### src/common/ccw_pkg.sv
// Constants and types of the charge cycle and watchdog controller
package ccw_pkg;
	// ****************************************
	// Clock and time constants
	// ****************************************
	localparam longint CLK_HZ       = 25_000_000;          // Core clock rate in Hz
	localparam int     CNT_W        = 42;                  // Width of long counters
	localparam longint SAFETY_HOURS = 10;                  // Fast charge safety time
	localparam longint WD_SEC_A     = 40;                  // Watchdog period, code 01
	localparam longint WD_SEC_B     = 80;                  // Watchdog period, code 10
	localparam longint WD_SEC_C     = 160;                 // Watchdog period, code 11
	localparam longint TOP_MIN_A    = 15;                  // Top-off time, code 01
	localparam longint TOP_MIN_B    = 30;                  // Top-off time, code 10
	localparam longint TOP_MIN_C    = 45;                  // Top-off time, code 11
	localparam longint BLINK_MS     = 500;                 // Fault blink half period
	localparam logic [CNT_W-1:0] SAFETY_CYC = CNT_W'(SAFETY_HOURS * 3600 * CLK_HZ);
	localparam logic [CNT_W-1:0] WD_CYC_A   = CNT_W'(WD_SEC_A * CLK_HZ);
	localparam logic [CNT_W-1:0] WD_CYC_B   = CNT_W'(WD_SEC_B * CLK_HZ);
	localparam logic [CNT_W-1:0] WD_CYC_C   = CNT_W'(WD_SEC_C * CLK_HZ);
	localparam logic [CNT_W-1:0] TOP_CYC_A  = CNT_W'(TOP_MIN_A * 60 * CLK_HZ);
	localparam logic [CNT_W-1:0] TOP_CYC_B  = CNT_W'(TOP_MIN_B * 60 * CLK_HZ);
	localparam logic [CNT_W-1:0] TOP_CYC_C  = CNT_W'(TOP_MIN_C * 60 * CLK_HZ);
	localparam logic [CNT_W-1:0] BLINK_CYC  = CNT_W'(BLINK_MS * CLK_HZ / 1000);
	// ****************************************
	// Register map
	// ****************************************
	localparam int          ADDR_W   = 12;                 // APB address width
	localparam logic [11:0] REG_CTRL = 12'h000;            // Control register
	localparam logic [11:0] REG_CFG  = 12'h004;            // Current and limit settings
	localparam logic [11:0] REG_STAT = 12'h008;            // Status, read only
	// ****************************************
	// Synchronised status pins
	// ****************************************
	localparam int PIN_CONV  = 0;                          // Converter running
	localparam int PIN_CE_N  = 1;                          // Charge enable pin, low active
	localparam int PIN_SHORT = 2;                          // Battery below 2.2 V
	localparam int PIN_LOW   = 3;                          // Battery below 3 V
	localparam int PIN_RCH_A = 4;                          // Below recharge threshold A
	localparam int PIN_RCH_B = 5;                          // Below recharge threshold B
	localparam int PIN_ITERM = 6;                          // Current below termination
	localparam int PIN_DPM   = 7;                          // Dynamic power limiting
	localparam int PIN_THERM = 8;                          // Thermal regulation
	localparam int PIN_TSOUT = 9;                          // Thermistor outside limits
	localparam int PIN_COOL  = 10;                         // Thermistor in cool zone
	localparam int PIN_WARM  = 11;                         // Thermistor in warm zone
	localparam int PIN_N     = 12;                         // Number of status pins
	// ****************************************
	// Types
	// ****************************************
	typedef struct packed {
		logic [1:0] topoffSetting;      // 00 off, else top-off time code
		logic       passSwitchOffDelay; // Delay before pass switch off
		logic       passSwitchResetEnable; // Push-button reset allowed
		logic       passSwitchDisable;  // Force pass switch off
		logic [1:0] indicatorPinControl; // 11 disables the indicator
		logic       coolCurrentSelect;  // Cool zone: 20 percent
		logic       warmVoltageSelect;  // Warm zone: 4.1 V
		logic       rechargeThresholdSelect; // Picks recharge comparator
		logic [1:0] wdPeriod;           // 00 disables the watchdog
		logic       wdKickBit;          // Self-clearing kick
		logic       regReset;           // Self-clearing register reset
		logic       termEnable;         // Automatic termination allowed
		logic       chargeEnableBit;    // Charging enabled
	} ccw_ctrl_t;
	typedef struct packed {
		logic [3:0] inputVoltageLimit;  // Input voltage limit code
		logic [4:0] inputCurrentLimit;  // Input current limit code
		logic [5:0] fastChargeCurrent;  // 64 mA steps
	} ccw_cfg_t;
	typedef enum logic [1:0] {
		PH_OFF = 2'b00, PH_PRE = 2'b01, PH_FAST = 2'b10, PH_DONE = 2'b11
	} ccw_phase_t;
	typedef enum logic [1:0] {
		CUR_NONE = 2'b00, CUR_SHORT = 2'b01, CUR_PRE = 2'b10, CUR_FAST = 2'b11
	} ccw_cur_t;
	typedef struct packed {
		logic     passSwitchOn;         // Battery pass switch closed
		ccw_cur_t currentSel;           // Current target in use
		logic     coolReduce;           // Reduce current, cool zone
		logic     coolTo20;             // Reduction to 20 percent
		logic     warmTo41;             // Regulate to 4.1 V
	} ccw_drv_t;
	localparam ccw_ctrl_t CTRL_DEF = 16'h0023;             // Enabled, term on, wd 10
	localparam ccw_cfg_t  CFG_DEF  = 15'h2120;             // 2.048 A fast charge
	localparam logic [1:0] FAULT_NONE  = 2'b00;            // No charge fault
	localparam logic [1:0] FAULT_TIMER = 2'b11;            // Safety timer expired
	localparam logic [1:0] IND_OFF     = 2'b11;            // Indicator disabled code
endpackage

### src/verilog/ccw_ctrl.sv
// Charge cycle sequencer with host watchdog and APB register slave
//
// Design decisions made here: the register offsets and the APB interface to the registers.
module ccw_ctrl
	import ccw_pkg::*;
#(
	parameter logic [ccw_pkg::CNT_W-1:0] SAFE_CYC = ccw_pkg::SAFETY_CYC,
	parameter logic [ccw_pkg::CNT_W-1:0] WDA_CYC  = ccw_pkg::WD_CYC_A,
	parameter logic [ccw_pkg::CNT_W-1:0] WDB_CYC  = ccw_pkg::WD_CYC_B,
	parameter logic [ccw_pkg::CNT_W-1:0] WDC_CYC  = ccw_pkg::WD_CYC_C,
	parameter logic [ccw_pkg::CNT_W-1:0] TOPA_CYC = ccw_pkg::TOP_CYC_A,
	parameter logic [ccw_pkg::CNT_W-1:0] TOPB_CYC = ccw_pkg::TOP_CYC_B,
	parameter logic [ccw_pkg::CNT_W-1:0] TOPC_CYC = ccw_pkg::TOP_CYC_C,
	parameter logic [ccw_pkg::CNT_W-1:0] BLNK_CYC = ccw_pkg::BLINK_CYC
) (
	// Clock, reset, enable
	input  wire logic                          core_clk,
	input  wire logic                          rst_n,
	input  wire logic                          ce,
	// APB slave
	input  wire logic                          psel,
	input  wire logic                          penable,
	input  wire logic                          pwrite,
	input  wire logic [ccw_pkg::ADDR_W-1:0]    paddr,
	input  wire logic [31:0]                   pwdata,
	output logic      [31:0]                   prdata,
	output logic                               pready,
	output logic                               pslverr,
	// Analog comparator and pin levels
	input  wire logic [ccw_pkg::PIN_N-1:0]     pinsIn,
	// Power stage controls
	output ccw_pkg::ccw_drv_t                  drv,
	// Charge indicator pin
	output logic                               indLvl,
	output logic                               indOe,
	// Host interrupt pulse
	output logic                               irqPulse
);
	import ccw_pkg::*;

	// ****************************************
	// State
	// ****************************************
	typedef struct packed {
		logic [PIN_N-1:0] s1;            // Sync stage one
		logic [PIN_N-1:0] s2;            // Sync stage two
		logic [PIN_N-1:0] s3;            // Sync stage three
		logic [PIN_N-1:0] flt;           // Agreed pin levels
		ccw_ctrl_t        ctrl;          // Control register
		ccw_cfg_t         cfg;           // Settings register
		logic             hostMode;      // Low means default mode
		logic [CNT_W-1:0] wdCnt;         // Watchdog count
		ccw_phase_t       phase;         // Charge phase
		logic [1:0]       fault;         // Charge fault code
		logic [CNT_W-1:0] safeCnt;       // Safety count, half units
		logic             topRun;        // Top-off timer active
		logic [1:0]       topSet;        // Latched top-off setting
		logic [CNT_W-1:0] topCnt;        // Top-off count, half units
		logic             prevEn;        // Enable seen last cycle
		logic [CNT_W-1:0] blinkCnt;      // Blink divider
		logic             blinkLvl;      // Blink phase
		ccw_drv_t         drv;           // Power stage controls
		logic             indLvl;        // Indicator level
		logic             indOe;         // Indicator enable
		logic             irq;           // Interrupt pulse
		logic [31:0]      prdata;        // Read data
		logic             pready;        // Access phase answer
		logic             pslverr;       // Unmapped address
	} ccw_state_t;

	localparam ccw_state_t ST_RST = '{ctrl: CTRL_DEF, cfg: CFG_DEF, phase: PH_OFF,
		indLvl: 1'b1, indOe: 1'b1, default: '0};
	localparam logic [CNT_W-1:0] SAFE_LIM = {SAFE_CYC[CNT_W-2:0], 1'b0}; // Half units

	ccw_state_t       st_r;              // Registered state
	ccw_state_t       st_nxt;            // Next state
	logic [PIN_N-1:0] f;                 // Agreed pin levels
	logic             chgEnNow;          // Charging enabled now
	logic             enRise;            // Disable to enable
	logic             slowNow;           // Regulation active
	logic [1:0]       step;              // Count step
	logic             rechgLow;          // Below chosen recharge level
	logic             tsOk;              // Thermistor in range
	logic             startOk;           // Cycle may start
	logic             setupPh;           // APB setup phase
	logic             wrAcc;             // APB write completes
	logic             kickNow;           // Kick written
	logic             rstNow;            // Register reset written
	logic [CNT_W-1:0] wdLimit;           // Chosen watchdog count
	logic [CNT_W-1:0] topLimit;          // Chosen top-off count
	logic             wdExpire;          // Watchdog runs out

	// ****************************************
	// Decoded conditions
	// ****************************************
	// Qualifiers read from registered state and the live APB inputs
	always_comb begin
		f        = st_r.flt;
		chgEnNow = st_r.ctrl.chargeEnableBit & ~f[PIN_CE_N]
			& (st_r.cfg.fastChargeCurrent != '0);
		enRise   = chgEnNow & ~st_r.prevEn;
		slowNow  = f[PIN_DPM] | f[PIN_THERM];
		step     = slowNow ? 2'd1 : 2'd2;
		rechgLow = st_r.ctrl.rechargeThresholdSelect ? f[PIN_RCH_B] : f[PIN_RCH_A];
		tsOk     = ~f[PIN_TSOUT];
		startOk  = f[PIN_CONV] & chgEnNow & tsOk & (st_r.fault == FAULT_NONE)
			& ~st_r.ctrl.passSwitchDisable;
		setupPh  = psel & ~penable;
		wrAcc    = psel & penable & st_r.pready & pwrite & ~st_r.pslverr;
		kickNow  = wrAcc & (paddr == REG_CTRL) & pwdata[3];
		rstNow   = wrAcc & (paddr == REG_CTRL) & pwdata[2];
		// Watchdog period by field
		case (st_r.ctrl.wdPeriod)
			2'b01:   wdLimit = WDA_CYC;
			2'b10:   wdLimit = WDB_CYC;
			2'b11:   wdLimit = WDC_CYC;
			default: wdLimit = '0;
		endcase
		// Top-off time from latched setting
		case (st_r.topSet)
			2'b01:   topLimit = {TOPA_CYC[CNT_W-2:0], 1'b0};
			2'b10:   topLimit = {TOPB_CYC[CNT_W-2:0], 1'b0};
			2'b11:   topLimit = {TOPC_CYC[CNT_W-2:0], 1'b0};
			default: topLimit = '0;
		endcase
		wdExpire = st_r.hostMode & (st_r.ctrl.wdPeriod != 2'b00)
			& (st_r.wdCnt >= wdLimit) & ~kickNow;
	end

	// ****************************************
	// Next state
	// ****************************************
	// Pins, bus, watchdog, charge sequence
	always_comb begin
		st_nxt         = st_r;
		st_nxt.irq     = 1'b0;
		st_nxt.pready  = 1'b0;
		st_nxt.pslverr = 1'b0;
		// Three stage synchroniser, accept when stages two and three agree
		st_nxt.s1 = pinsIn;
		st_nxt.s2 = st_r.s1;
		st_nxt.s3 = st_r.s2;
		for (int i = 0; i < PIN_N; i++) begin
			if (st_r.s2[i] == st_r.s3[i]) begin
				st_nxt.flt[i] = st_r.s2[i];
			end
		end
		st_nxt.prevEn = chgEnNow;
		// APB setup: capture read data, answer in next cycle
		if (setupPh) begin
			st_nxt.pready = 1'b1;
			case (paddr)
				REG_CTRL: st_nxt.prdata = {16'h0000, st_r.ctrl};
				REG_CFG:  st_nxt.prdata = {17'h00000, st_r.cfg};
				REG_STAT: st_nxt.prdata = {24'h000000, f[PIN_TSOUT], st_r.drv.passSwitchOn,
					~st_r.hostMode, st_r.topRun, st_r.fault, st_r.phase};
				default: begin
					st_nxt.prdata  = '0;
					st_nxt.pslverr = 1'b1;
				end
			endcase
		end
		// APB write completes
		if (wrAcc && paddr == REG_CTRL) begin
			st_nxt.ctrl           = ccw_ctrl_t'(pwdata[15:0]);
			st_nxt.ctrl.wdKickBit = 1'b0;
			st_nxt.ctrl.regReset  = 1'b0;
		end
		if (wrAcc && paddr == REG_CFG) begin
			st_nxt.cfg = ccw_cfg_t'(pwdata[14:0]);
		end
		// Watchdog: kick enters host mode and restarts the count
		if (kickNow) begin
			st_nxt.hostMode = 1'b1;
			st_nxt.wdCnt    = '0;
		end else if (wdExpire) begin
			st_nxt.hostMode = 1'b0;
			st_nxt.wdCnt    = '0;
			st_nxt.ctrl     = CTRL_DEF;
			st_nxt.ctrl.passSwitchDisable     = st_r.ctrl.passSwitchDisable;
			st_nxt.ctrl.passSwitchResetEnable = st_r.ctrl.passSwitchResetEnable;
			st_nxt.ctrl.passSwitchOffDelay    = st_r.ctrl.passSwitchOffDelay;
			st_nxt.cfg                   = CFG_DEF;
			st_nxt.cfg.inputCurrentLimit = st_r.cfg.inputCurrentLimit;
			st_nxt.cfg.inputVoltageLimit = st_r.cfg.inputVoltageLimit;
		end else if (st_r.hostMode && st_r.ctrl.wdPeriod != 2'b00) begin
			st_nxt.wdCnt = st_r.wdCnt + 1'b1;
		end
		// Register reset restores control and settings defaults and clears top-off
		if (rstNow) begin
			st_nxt.ctrl   = CTRL_DEF;
			st_nxt.cfg    = CFG_DEF;
			st_nxt.topRun = 1'b0;
			st_nxt.topCnt = '0;
		end
		// New enable clears fault and top-off
		if (enRise) begin
			st_nxt.fault  = FAULT_NONE;
			st_nxt.topRun = 1'b0;
			st_nxt.topCnt = '0;
		end
		// Charge sequence
		case (st_r.phase)
			PH_OFF: begin
				// Start with every qualifier met; a new enable skips the fault check
				if (startOk || (enRise && f[PIN_CONV] && tsOk
					&& !st_r.ctrl.passSwitchDisable)) begin
					st_nxt.phase   = f[PIN_LOW] ? PH_PRE : PH_FAST;
					st_nxt.safeCnt = '0;
				end
			end
			PH_PRE, PH_FAST: begin
				if (!chgEnNow || !f[PIN_CONV] || st_r.ctrl.passSwitchDisable) begin
					st_nxt.phase = PH_OFF;
				end else if (st_r.safeCnt >= SAFE_LIM) begin
					st_nxt.phase = PH_OFF;
					st_nxt.fault = FAULT_TIMER;
					st_nxt.irq   = 1'b1;
				end else if (tsOk) begin
					// Counting halves in regulation, stops while out of range
					st_nxt.safeCnt = st_r.safeCnt + step;
					st_nxt.phase   = f[PIN_LOW] ? PH_PRE : PH_FAST;
					if (st_r.phase == PH_FAST && st_r.ctrl.termEnable && f[PIN_ITERM]
						&& !rechgLow && !slowNow) begin
						st_nxt.phase  = PH_DONE;
						st_nxt.irq    = 1'b1;
						st_nxt.topSet = st_r.ctrl.topoffSetting;
						st_nxt.topRun = st_r.ctrl.topoffSetting != 2'b00;
						st_nxt.topCnt = '0;
					end
				end
			end
			PH_DONE: begin
				if (!chgEnNow || !f[PIN_CONV]) begin
					st_nxt.phase  = PH_OFF;
					st_nxt.topRun = 1'b0;
				end else if (st_r.topRun) begin
					// Top-off follows safety timer suspend and slow-down
					if (st_r.topCnt >= topLimit) begin
						st_nxt.topRun = 1'b0;
						st_nxt.irq    = 1'b1;
					end else if (tsOk) begin
						st_nxt.topCnt = st_r.topCnt + step;
					end
				end else if (rechgLow && tsOk) begin
					st_nxt.phase   = f[PIN_LOW] ? PH_PRE : PH_FAST;
					st_nxt.safeCnt = '0;
				end
			end
			default: st_nxt.phase = PH_OFF;
		endcase
		// Fault blink divider
		if (st_r.blinkCnt >= BLNK_CYC - 1'b1) begin
			st_nxt.blinkCnt = '0;
			st_nxt.blinkLvl = ~st_r.blinkLvl;
		end else begin
			st_nxt.blinkCnt = st_r.blinkCnt + 1'b1;
		end
		// Pass switch and current target follow the new phase, cool and warm controls follow the pins
		st_nxt.drv.passSwitchOn = (st_nxt.phase == PH_PRE || st_nxt.phase == PH_FAST)
			&& tsOk;
		case (st_nxt.phase)
			PH_PRE:  st_nxt.drv.currentSel = f[PIN_SHORT] ? CUR_SHORT : CUR_PRE;
			PH_FAST: st_nxt.drv.currentSel = CUR_FAST;
			default: st_nxt.drv.currentSel = CUR_NONE;
		endcase
		st_nxt.drv.coolReduce = f[PIN_COOL];
		st_nxt.drv.coolTo20   = f[PIN_COOL] & st_r.ctrl.coolCurrentSelect;
		st_nxt.drv.warmTo41   = f[PIN_WARM] & st_r.ctrl.warmVoltageSelect;
		// Indicator: low charging, blink on fault, else high
		if (st_nxt.phase == PH_PRE || st_nxt.phase == PH_FAST) begin
			st_nxt.indLvl = 1'b0;
		end else if (st_nxt.fault != FAULT_NONE) begin
			st_nxt.indLvl = st_r.blinkLvl;
		end else begin
			st_nxt.indLvl = 1'b1;
		end
		st_nxt.indOe = st_r.ctrl.indicatorPinControl != IND_OFF;
	end

	// ****************************************
	// State register
	// ****************************************
	// Synchronous reset to defaults, enable freezes everything
	always_ff @(posedge core_clk) begin
		if (!rst_n) begin
			st_r <= ST_RST;
		end else if (ce) begin
			st_r <= st_nxt;
		end
	end

	// Outputs straight from state
	assign prdata   = st_r.prdata;
	assign pready   = st_r.pready;
	assign pslverr  = st_r.pslverr;
	assign drv      = st_r.drv;
	assign indLvl   = st_r.indLvl;
	assign indOe    = st_r.indOe;
	assign irqPulse = st_r.irq;
endmodule // ccw_ctrl
### config.mk
export PLATFORM = sky130hd
export DESIGN_NAME = ccw_ctrl
export DESIGN_NICKNAME = d
export VERILOG_FILES = /design/src/common/ccw_pkg.sv /design/src/verilog/ccw_ctrl.sv
export SDC_FILE = /design/constraint.sdc
export NUM_CORES = 1
export LEC_CHECK = 0
export BUFFER_PORTS_ARGS = -buffer_cell sky130_fd_sc_hd__buf_2
export CORE_ASPECT_RATIO = 1.25
export CORE_MARGIN = 2
export CORE_UTILIZATION = 54
export DETAILED_ROUTE_END_ITERATION = 10
export PLACE_DENSITY = 0.83
export SETUP_SLACK_MARGIN = 0.2
export SLEW_MARGIN = 20
export SYNTH_ARGS = -nofsm -noshare
export SYNTH_HDL_FRONTEND = slang
export SYNTH_SLANG_ARGS = --single-unit
export TNS_END_PERCENT = 1
### constraint.sdc
create_clock -name core_clk -period 4.4 [get_ports core_clk]
set_input_delay 0.66 -clock core_clk [delete_from_list [all_inputs] [get_ports core_clk]]
set_output_delay 0.66 -clock core_clk [all_outputs]
set_load 0.05 [all_outputs]
Yosys cells after proc, flatten, opt, wreduce, memory -nomap -nowiden
Cells that the tools add are included.
{ "word_totals": {"word_cells": 241, "in_bits": 62, "register_bits": 284} }
{ "classes": {"bitwise_logic": 32, "n_mux": 63, "magnitude_cmp": 4, "n_addsub": 4, "eq_ne": 34, "n_reduce_logical": 51} }
{ "op_table": {"columns": ["op", "n"], "rows": [
  ["two-way mux 42 bit", 13],
  ["two-way mux 87 bit", 2],
  ["one-hot mux 42 bit (3 select lines)", 1],
  ["one-hot mux 37 bit (3 select lines)", 1],
  ["one-hot mux 32 bit (3 select lines)", 1],
  ["two-way mux 89 bit", 1],
  ["adder 42 x 1 -> 42 bit (second input constant)", 2],
  ["adder 42 x 2 -> 42 bit", 2],
  ["greater-or-equal comparator 42 bit", 2],
  ["one-hot mux 42 bit (2 select lines)", 1],
  ["two-way mux 31 bit", 2],
  ["one-hot mux 16 bit (3 select lines)", 1],
  ["two-way mux 45 bit", 1],
  ["two-way mux 43 bit", 1],
  ["greater-or-equal comparator 42 x 24 -> 1 bit (second input constant)", 1],
  ["greater-or-equal comparator 42 x 41 -> 1 bit (second input constant)", 1],
  ["AND reduction 2 bit", 17],
  ["two-way mux 32 bit", 1],
  ["two-way mux 2 bit", 15],
  ["bitwise AND 1 bit", 20],
  ["two-way mux 1 bit", 16],
  ["two-way mux 16 bit", 1],
  ["!= test 2 bit (second input constant)", 8],
  ["two-way mux 15 bit", 1],
  ["other kinds (23)", 76]
]} }

Depth between registers and ports, before layout
Gate-level depths: netlist of the first run.
{ "logic_depth": {"ltp_word": 16, "depth_mapped": 15, "ltp_nobuf": 14} }

Worst setup path before layout of the first run
No wires, ideal clock.
{ "synth_path": {"path_kind": "register to register", "start": "register st_r[130] in the netlist's numbering", "end": "register st_r[109] in the netlist's numbering", "setup_slack_ps": 862, "period_less_slack_ps": 3538, "n_path_buf": 2, "path_stages_with_launch": 14, "t_arrival_ps": 3447, "setup_time_ps": 91, "path_cell_list": "dfxtp_1 -> inv_1 -> ha_1 -> or2_2 -> ha_1 -> or4b_2 -> nor4_1 -> a2111oi_0 -> o21bai_2 -> or2_0 -> buf_2 -> a31oi_2 -> buf_2 -> a311oi_1"} }
{ "synth_between": {"elab_chain_cells": 7} }
{ "synth_lines": {"columns": ["element", "line", "source"], "rows": [
  ["start: declaration", "ccw_ctrl.sv:75", "ccw_state_t st_r;"],
  ["start signal: assignment", "ccw_ctrl.sv:289", "st_r <= st_nxt;"],
  ["equality test 2 bit / equality test 2 x 1 -> 1 bit (equally long branches)", "ccw_ctrl.sv:120", "case (st_r.topSet)"],
  ["one-hot mux 37 bit (3 select lines) *", "ccw_ctrl.sv:120", null],
  ["greater-or-equal comparator 42 bit *", "ccw_ctrl.sv:239", "if (st_r.topCnt >= topLimit) begin"],
  ["two-way mux 42 bit *", "ccw_ctrl.sv:239", null],
  ["two-way mux 42 bit *", "ccw_ctrl.sv:237", "end else if (st_r.topRun) begin"],
  ["two-way mux 42 bit *", "ccw_ctrl.sv:234", "if (!chgEnNow || !f[PIN_CONV]) begin"],
  ["one-hot mux 42 bit (2 select lines) *", "ccw_ctrl.sv:203", "case (st_r.phase)"]
]} }
Mark *: on every way between the ends. The rest lies on a longest branch, timed or not.
A chain may end at the register's enable or synchronous reset.

Worst setup path after layout of the first run
{ "layout_path": {"start": "register st_r[130] in the netlist's numbering", "end": "register st_r[122] in the netlist's numbering"} }
Same word-level chain as after synthesis.

==> results of run 1 <==
[cells in the final DEF, fill, tap and decap left out, types with 11 or more instances in the layout]
| master | n |
|---|---|
| a21oi_1 | 109 |
| a22o_1 | 21 |
| a31oi_1 | 26 |
| and2_1 | 27 |
| and3_1 | 21 |
| and4_1 | 11 |
| buf_2 | 71 |
| buf_4 | 29 |
| clkbuf_16 | 28 |
| conb_1 | 16 |
| dfxtp_1 | 284 |
| ha_1 | 70 |
| inv_1 | 50 |
| mux2i_1 | 48 |
| nand2_1 | 180 |
| nand2b_1 | 14 |
| nand3_1 | 86 |
| nand4_1 | 45 |
| nor2_1 | 235 |
| nor3_1 | 50 |
| nor4_1 | 51 |
| o21ai_0 | 83 |
| or4_1 | 17 |
| xnor2_1 | 64 |
| xor2_1 | 26 |
[final cells by class]
| cell class | instances | area, um2 |
|---|---|---|
| clock inverter | 7 | 76.3 |
| sequential | 284 | 5690 |
| fill | 2370 | 11200 |
| antenna | 1 | 2.50 |
| clock buffer | 42 | 793 |
| tap | 350 | 438 |
| inverter | 52 | 196 |
| timing repair buffer | 100 | 573 |
| multi-input combinational | 1385 | 8540 |
[power breakdown]
group	internal [mW]	total (mW)	switching [mW]
Sequential	2.59	2.60	0.0147
Combinational	0.0717	0.265	0.193
Clock	1.30	2.31	1.01
Total	3.96	5.18	1.22
[how the worst max path moves through the flow]
stage / startpoint / endpoint / slack [ns] / cells after the start
finish: st_r[130]$_SDFFE_PN0P_ / st_r[122]$_SDFFE_PN0P_ / 0.33 / 11
global route: st_r[130]$_SDFFE_PN0P_ / st_r[122]$_SDFFE_PN0P_ / 0.20 / 11
CTS: st_r[130]$_SDFFE_PN0P_ / st_r[122]$_SDFFE_PN0P_ / 0.24 / 11
detailed placement: st_r[130]$_SDFFE_PN0P_ / st_r[122]$_SDFFE_PN0P_ / 0.27 / 11
global placement: st_r[130]$_SDFFE_PN0P_ / st_r[122]$_SDFFE_PN0P_ / 0.37 / 11
floorplan: st_r[130]$_SDFFE_PN0P_ / st_r[109]$_SDFFE_PN0P_ / 0.86 / 13
[critical path: stages, from the launching register on]
cell and delay [ns]:
dfxtp_1 0.41, inv_1 0.18, ha_1 0.29, or2_2 0.41, ha_1 0.35, a21oi_1 0.18
o21ai_0 0.14, a2111oi_1 0.67, nor2_1 0.26, or4_4 0.64, o21ba_1 0.22, a311oi_2 0.22
[what timing repair did]
item / 4_1_cts / 5_1_grt
resized for setup: 0 / 1
setup endpoints to repair: 0 / 29
endpoints found under the hold margin: 0 / 0
[flip-flops by register name (all words and copies together) (netlist names)]
signal and flops:
st_nxt 24, pready 1, indOe 1, indLvl 1
prdata 16, st_r 221, f 12, pslverr 1
irqPulse 1, drv 6
[logic make-up after synthesis]
group                    Yosys count  synth area share
AO/OA/AOI/OAI                    365             0.157
XOR/XNOR                          90            0.0526
adder cells (fa/ha/maj)           72            0.0612
buffers and inverters            178            0.0552
flip-flops                       284             0.380
multiplexers                      55            0.0374
other                              1          0.000250
AND/OR/NAND/NOR                  787             0.256
[metrics by stage]
stage	cells	worst slack, ns	hold slack, ns
2_1_floorplan	1847	0.862	0.409
3_3_place_gp	2171	0.367	0.435
3_5_place_dp	2171	0.269	0.437
4_1_cts	2220	0.236	0.293
5_1_grt	2220	0.197	0.313
6_report	2221	0.326	0.309
[per-layer routing]
| layer | part of all wire | wire [um] |
|---|---|---|
| met5 | 0 | 0 |
| met1 | 0.40 | 15400 |
| met2 | 0.49 | 18600 |
| met3 | 0.063 | 2410 |
| met4 | 0.047 | 1790 |
==> impl_metrics.ini, run 1 <==
[floorplanning]
coreArea_um2 = 27500
rows = 68
io_pins = 105
fp.dieH_um = 190
start_util = 0.545
dieArea_um2 = 29100
die_w_um = 153

[clocking]
cts_buffer_depth = 3
post_cts_buffers = 0
cts_tree = done
clock-root-buffer = clkbuf_16
worstSkewPairLatency_ns = 0.57
cts_buffers = 28
h-tree-depth = 1
clk_pin_slew_ns = 0.06
clkSinkCount = 284
cts-hold-fix-buffers = 0

[yosys]
ys_seq_area_frac = 0.380
yosysWarnings = 0
yosys.area.top_type = dfxtp_1
ys_types = 77
synthTopCellsByArea = dfxtp_1 (38%), nor2_1 (5.9%), ha_1 (5.8%)
synth_edf_count = 0
syn_area_um2 = 15000
netlist_instances = 1832
async_flop_share = 0
syn_avg_cell_area_um2 = 8.17
synth_ff_type = dfxtp_1
post-synth-top-count-cell = dfxtp_1
yosys-top-cells-count = dfxtp_1 (284), nor2_1 (235), nand2_1 (180), a21oi_1 (110), nand3_1 (86)
synth_seq_cells = 284
post-synth-top-area-fraction = 0.380

[setup_path]
r2r_slack_ns = 0.33
r2r_cells = 11
required_ns = 4.87
endpoint_kind = flop
r2r-end = st_r[122]$_SDFFE_PN0P_
critPathMaxFanout = 6
r2r_start = st_r[130]$_SDFFE_PN0P_
path_class = flop to flop
startpoint_type = flop
arrival_ns = 4.54

[global_routing]
grt_pass1_vias = 13100
overflow = 0
grt_use_met2 = 0.451
grt_pass1_wl_mm = 62.7
use_met3 = 0.0317
grt.total_usage = 0.254
antenna_found_initial = 1
busiest_layer = met2
met1_usage = 0.304
grt_max_degree = 70

[min_path]
whs_endpoint = st_r[251]$_SDFFE_PN0P_
hp-start = pwdata[15]
hp-class = input pin to flop
holdPathStages = 2

[sta]
tightestPinTransition_ns = 1.10
timing.setup.tns_ns = 0
fmax_ghz = 0.245
slew_headroom = 0.263
fin_skew_ns = 0.0214
hold_viol = 0
fin_crit_ns = 4.07
post-route-period-util = 0.926
rsz0062_at_grt = true
final-setup-viol-count = 0
slew_viol_final = 0

[power]
power_density_nw_per_um2 = 318
leakagePower_nw = 6.00
power_mw = 5.18
ir_worst_vdd_v = 0.000333

[outcome]
status = finished clean

[route]
wl_per_cell_um = 17.2
drc_errors = 0
drtIter0Drc = 1073
num_vias = 13700
antenna_left = 0
postRouteWirelength_mm = 38.1
via_per_inst = 6.17
dr.pass1.iters = 5

[final_layout]
drive_gt1_frac = 0.0957
nNetsFinal = 1985
postLayoutCoreUtil = 0.593
final_area_um2 = 16300
syn_to_final_growth_pct = 8.88

[placement]
routabilityCongestion = 0.928
port_buffers = 72
dpl-instance-area_um2 = 15400
dpl.hpwl_mm = 26.6

[run]
max_cap_viol_count = 0
Power figures use the tool's default switching activity.
==> run 2: changes to the inputs <==
--- a/config.mk
+++ b/config.mk
@@ -11,6 +11,7 @@
 export CORE_UTILIZATION = 54
 export DETAILED_ROUTE_END_ITERATION = 10
 export PLACE_DENSITY = 0.83
+export RECOVER_POWER = 100
 export SETUP_SLACK_MARGIN = 0.2
 export SLEW_MARGIN = 20
 export SYNTH_ARGS = -nofsm -noshare
==> run 2 against run 1 <==
Net effect: the run now ends with max-capacitance violations, max-slew violations left; sequential share of layout area up 0.21 points; utilization down 0.36 points; setup slack worse by 0.032 ns; sequential power about the same; fmax down 0.77%; design area down 0.61%; via count down 0.28%; die area unchanged; clock skew about the same; register-to-register slack worse by 0.03 ns; power about the same.
==> impl_metrics.ini, run 2 (synthesis results as in run 1) <==
[clocking]
cts_buffers = 28
cts_buffer_depth = 3
post_cts_buffers = 0
clk_pin_slew_ns = 0.07
cts-hold-fix-buffers = 0
worstSkewPairLatency_ns = 0.57
h-tree-depth = 1
clock-root-buffer = clkbuf_16
clkSinkCount = 284
cts_tree = done

[global_routing]
grt_max_degree = 70
antenna_found_initial = 1
grt_pass1_vias = 13100
grt_pass1_wl_mm = 62.7
overflow = 0
grt.total_usage = 0.254

[setup_path]
crit_start = st_r[130]$_SDFFE_PN0P_
r2r_start = st_r[130]$_SDFFE_PN0P_
cpMaxStageDelayCell = a2111oi_1
required_ns = 4.84
r2r_slack_ns = 0.29
endpoint_kind = flop
arrival_ns = 4.55
startpoint_type = flop
worst-path-buf-inv = 1
slowest_delay_ns = 0.68
path_common_cell = ha_1
crit_chain = inv_1, ha_1, or2_2, ha_1, a21oi_1, o21ai_0, a2111oi_1, nor2_1, or4_4, o21a_1, a211oi_1
path_class = flop to flop
cp_top_family = compound AO/OA/AOI/OAI gates
critPathMaxFanout = 6

[min_path]
hp-class = input pin to flop
hp-start = pwdata[15]

[final_layout]
largest-register = st_r
nNetsFinal = 1985
register_area_um2 = 5690
largest_reg_flops = 221
layout_common_cells = dfxtp_1 (284), nor2_1 (235), nand2_1 (180)
drive_gt1_frac = 0.0738
syn_to_final_growth_pct = 8.22
nFillCells = 2401
layout_commonest_cell = dfxtp_1
multi_input_area_um2 = 8510
layout.cells.non_filler = 2221

[power]
leakagePower_nw = 5.84
ir_worst_vdd_v = 0.000332
power_density_nw_per_um2 = 320

[floorplanning]
rows = 68
dieArea_um2 = 29100
fp.dieH_um = 190
coreArea_um2 = 27500
die_w_um = 153
start_util = 0.545
io_pins = 105

[placement]
routabilityCongestion = 0.928
port_buffers = 72
dpl.hpwl_mm = 26.6
dp_cells = 2171

[run]
max_cap_viol_count = 3

[sta]
final-setup-viol-count = 0
slew_headroom = -0.994
fmax_ghz = 0.244
fin_crit_ns = 4.11
fin_skew_ns = 0.0218
rsz0062_at_grt = true
tightestPinTransition_ns = 2.99
timing.setup.tns_ns = 0
post-route-period-util = 0.933
slew_viol_final = 144
hold_viol = 0

[route]
dr.pass1.iters = 5
met2WireLength_mm = 18.4
drtIter0Drc = 1026
via_per_inst = 6.15
top_layer_used = met4
num_vias = 13700
postRouteWirelength_mm = 38.0
wl_met3_mm = 2.15
wl_met1_mm = 15.6
drc_errors = 0
antenna_left = 0
wl_per_cell_um = 17.1

[outcome]
status = complete, but fails checks
failed_checks = max-capacitance violations, max-slew violations
## run 2: cell count changes in the layout (fill, tap and decap cells not counted), sizes merged
cell,previous run,this run
buf,100,60
clkbuf,42,82
clkinv,6,5
clkinvlp,2,3
## run 2: worst paths after layout
check	endpoint	cells after the start
worst max register to register	st_r[114]$_SDFFE_PN0P_	11
worst min-delay path	st_r[251]$_SDFFE_PN0P_	2
worst min register to register	st_r[128]$_SDFFE_PN0P_	2
worst max-delay path	st_r[114]$_SDFFE_PN0P_	11
## run 2: per-layer routing
layer | vias to the layer above | GRT usage
li1 | 6556 | -
met1 | 6482 | 0.304
met2 | 479 | 0.451
met3 | 141 | 0.0317
met4 | 0 | 0.127
met5 | - | 0
## run 2: worst reg2reg max path: stages, from the launching register on
cell	delay (ns)
dfxtp_1	0.41
inv_1	0.18
ha_1	0.29
or2_2	0.41
ha_1	0.35
a21oi_1	0.18
o21ai_0	0.14
a2111oi_1	0.68
nor2_1	0.26
or4_4	0.64
o21a_1	0.21
a211oi_1	0.23
## run 2: through the flow
| stage | hold WS [ns] | power (mW) | util | setup slack (ns) | instance area [um2] |
|---|---|---|---|---|---|
| after floorplan | 0.409 | 2.85 | - | 0.862 | 15000 |
| after global placement | 0.435 | 2.91 | 0.561 | 0.367 | 15400 |
| after detailed placement | 0.437 | 2.92 | 0.561 | 0.269 | 15400 |
| final | 0.307 | 5.18 | 0.590 | 0.294 | 16200 |
| after global routing | 0.313 | 5.33 | 0.590 | 0.120 | 16200 |
| after CTS | 0.293 | 5.20 | 0.593 | 0.236 | 16300 |
## run 2: timing repair
item                                    CTS  global route
endpoints found under the hold margin     0             0
endpoints found under the setup margin    0            29
gates resized for setup                   0             1
## run 2: area by class of cell
cell class	count	area share
timing repair buffer	100	0.0307
clock inverter	7	0.00471
sequential	284	0.351
inverter	52	0.0121
tap	350	0.0270
antenna	1	0.000154
clock buffer	42	0.0490
multi-input combinational	1385	0.525
## run 2: power by group
group	leakage [nW]	internal, mW	switching, mW
logic	3.13	0.0687	0.192
clock network	0.419	1.30	1.02
registers	2.29	2.59	0.0147
total	5.84	3.96	1.22
==> run 3: changes to the inputs <==
--- a/config.mk
+++ b/config.mk
@@ -10,6 +10,7 @@
 export CORE_MARGIN = 2
 export CORE_UTILIZATION = 54
 export DETAILED_ROUTE_END_ITERATION = 10
+export GPL_TIMING_DRIVEN = 0
 export PLACE_DENSITY = 0.83
 export RECOVER_POWER = 100
 export SETUP_SLACK_MARGIN = 0.2
==> run 3 against run 2 <==
Net effect: the flow now finishes without violations; final cell count is 4.6% higher; first-iteration DRC count decreased by 4.0%; fmax down 2.9%; largest power group is now the clock network; sequential share of layout area shrank 1.5 points; worst hold slack better by 0.0075 ns; combinational power rose by 12%; largest cell class unchanged; clock skew about the same; clock power is 16% higher; global-route usage is 2.2 points higher; utilization rose by 2.6 points; die area unchanged; clock-buffer cell count shrank 1.
==> impl_metrics.ini, run 3 (synthesis results as in run 1) <==
[outcome]
status = finished clean

[route]
drc_errors = 0
drtIter0Drc = 985
dr.pass1.iters = 7
postRouteWirelength_mm = 41.6
wl_per_cell_um = 17.9
antenna_left = 0
via_per_inst = 6.14
num_vias = 14300

[clocking]
cts_buffers = 29
cts_tree = done
h-tree-depth = 1
clock-root-buffer = clkbuf_16
clk_pin_slew_ns = 0.06
worstSkewPairLatency_ns = 0.56
clkSinkCount = 284
cts_buffer_depth = 3

[floorplanning]
io_pins = 105
fp.dieH_um = 190
start_util = 0.545
rows = 68
coreArea_um2 = 27500
die_w_um = 153
dieArea_um2 = 29100

[sta]
layout_setup_ws_ns = 0.172
hold_viol = 0
tightestPinTransition_ns = 1.08
fin_crit_ns = 4.23
post-route-period-util = 0.961
hold_ws_ns = 0.315
final-setup-viol-count = 0
slew_viol_final = 0
rsz0062_at_grt = true
slew_headroom = 0.275
fmax_ghz = 0.237
fin_skew_ns = 0.0218

[power]
internal_power_mw = 4.29
power_frac_seq = 0.466
sw_frac_of_total = 0.231
clkPwrFrac = 0.481
ir_worst_vdd_v = 0.000370
power_density_nw_per_um2 = 330
p_sw_mw = 1.29
power_mw = 5.58
comb_power_share = 0.053
leakagePower_nw = 6.19

[placement]
port_buffers = 69
dpl.hpwl_mm = 30.4
dpl_worst_slack_ns = -0.459
routabilityCongestion = 0.936

[global_routing]
antenna_found_initial = 2
grt_max_degree = 15
overflow = 0
grt.total_usage = 0.276
grt_pass1_vias = 13900
grt_pass1_wl_mm = 67.4

[setup_path]
required_ns = 4.85
endpoint_kind = flop
startpoint_type = flop
path_class = flop to flop
critPathMaxFanout = 10
arrival_ns = 4.67
r2r_slack_ns = 0.17

[final_layout]
drive_gt1_frac = 0.0918
largest_reg_flops = 221
layout_commonest_cell = dfxtp_1
largest-register = st_r
layout_common_cells = dfxtp_1 (284), nor2_1 (235), nand2_1 (180)
syn_to_final_growth_pct = 13.0
postLayoutCoreUtil = 0.616
nNetsFinal = 2084

[min_path]
hp-class = input pin to flop

[run]
max_cap_viol_count = 0
==> run 3: metrics by stage <==
step / TNS, ns / instances / instance area, um2
2_1_floorplan: 0 / 1847 / 15000
3_3_place_gp: -7.01 / 2266 / 15800
3_5_place_dp: -13.22 / 2266 / 15800
4_1_cts: 0 / 2318 / 16900
5_1_grt: -0.00460 / 2321 / 16900
6_report: 0 / 2323 / 16900
==> run 3: path summary, 6_finish.rpt <==
check | start | endpoint | cells after the start
worst max-delay path | st_r[130]$_SDFFE_PN0P_ | st_r[102]$_SDFFE_PN0P_ | 13
worst min-delay path | pwdata[13] | st_r[249]$_SDFFE_PN0P_ | 3
worst max register to register | st_r[130]$_SDFFE_PN0P_ | st_r[102]$_SDFFE_PN0P_ | 13
worst min register to register | prdata[12]$_SDFFE_PN0P_ | prdata[12]$_SDFFE_PN0P_ | 2
==> run 3: cell type report <==
class | count | area (um2)
clock buffer | 41 | 841
antenna | 2 | 5.00
timing repair buffer | 72 | 334
clock inverter | 11 | 203
buffer | 126 | 632
tap | 350 | 438
inverter | 52 | 195
multi-input combinational | 1385 | 8590
fill | 2362 | 10600
sequential | 284 | 5690
==> run 3: metal layers <==
metal  vias to the layer above  part of all wire  track usage
met3                       151             0.068       0.0383
met1                      6742              0.39        0.321
met4                         0             0.050        0.138
met5                         -                 0            0
met2                       591              0.49        0.498
li1                       6779                 -            -
==> run 3: repair_timing <==
action,CTS,global route
hold buffers,0,0
resized for setup,9,3
cloned,0,0
buffers inserted,0,3
pin swaps,1,1
setup endpoints to repair,74,64
==> run 3: power groups by stage <==
| stage | logic [mW] | clock network [mW] | registers [mW] |
|---|---|---|---|
| after floorplan | 0.189 | 0 | 2.66 |
| after CTS | 0.287 | 2.70 | 2.60 |
| after global placement | 0.279 | 0 | 2.66 |
| after detailed placement | 0.285 | 0 | 2.66 |
| final | 0.293 | 2.68 | 2.60 |
| after global routing | 0.312 | 2.80 | 2.60 |
==> run 3: critical path, stage by stage, from the launching register on <==
cell and delay [ns]:
dfxtp_1 0.47, inv_2 0.16, ha_1 0.28, or2_2 0.42, ha_1 0.32, or4b_2 0.64, nor4_4 0.32, a2111oi_4 0.17
o21bai_4 0.24, or2_0 0.15, buf_2 0.17, a31oi_2 0.19, buf_2 0.32, o21ai_0 0.27
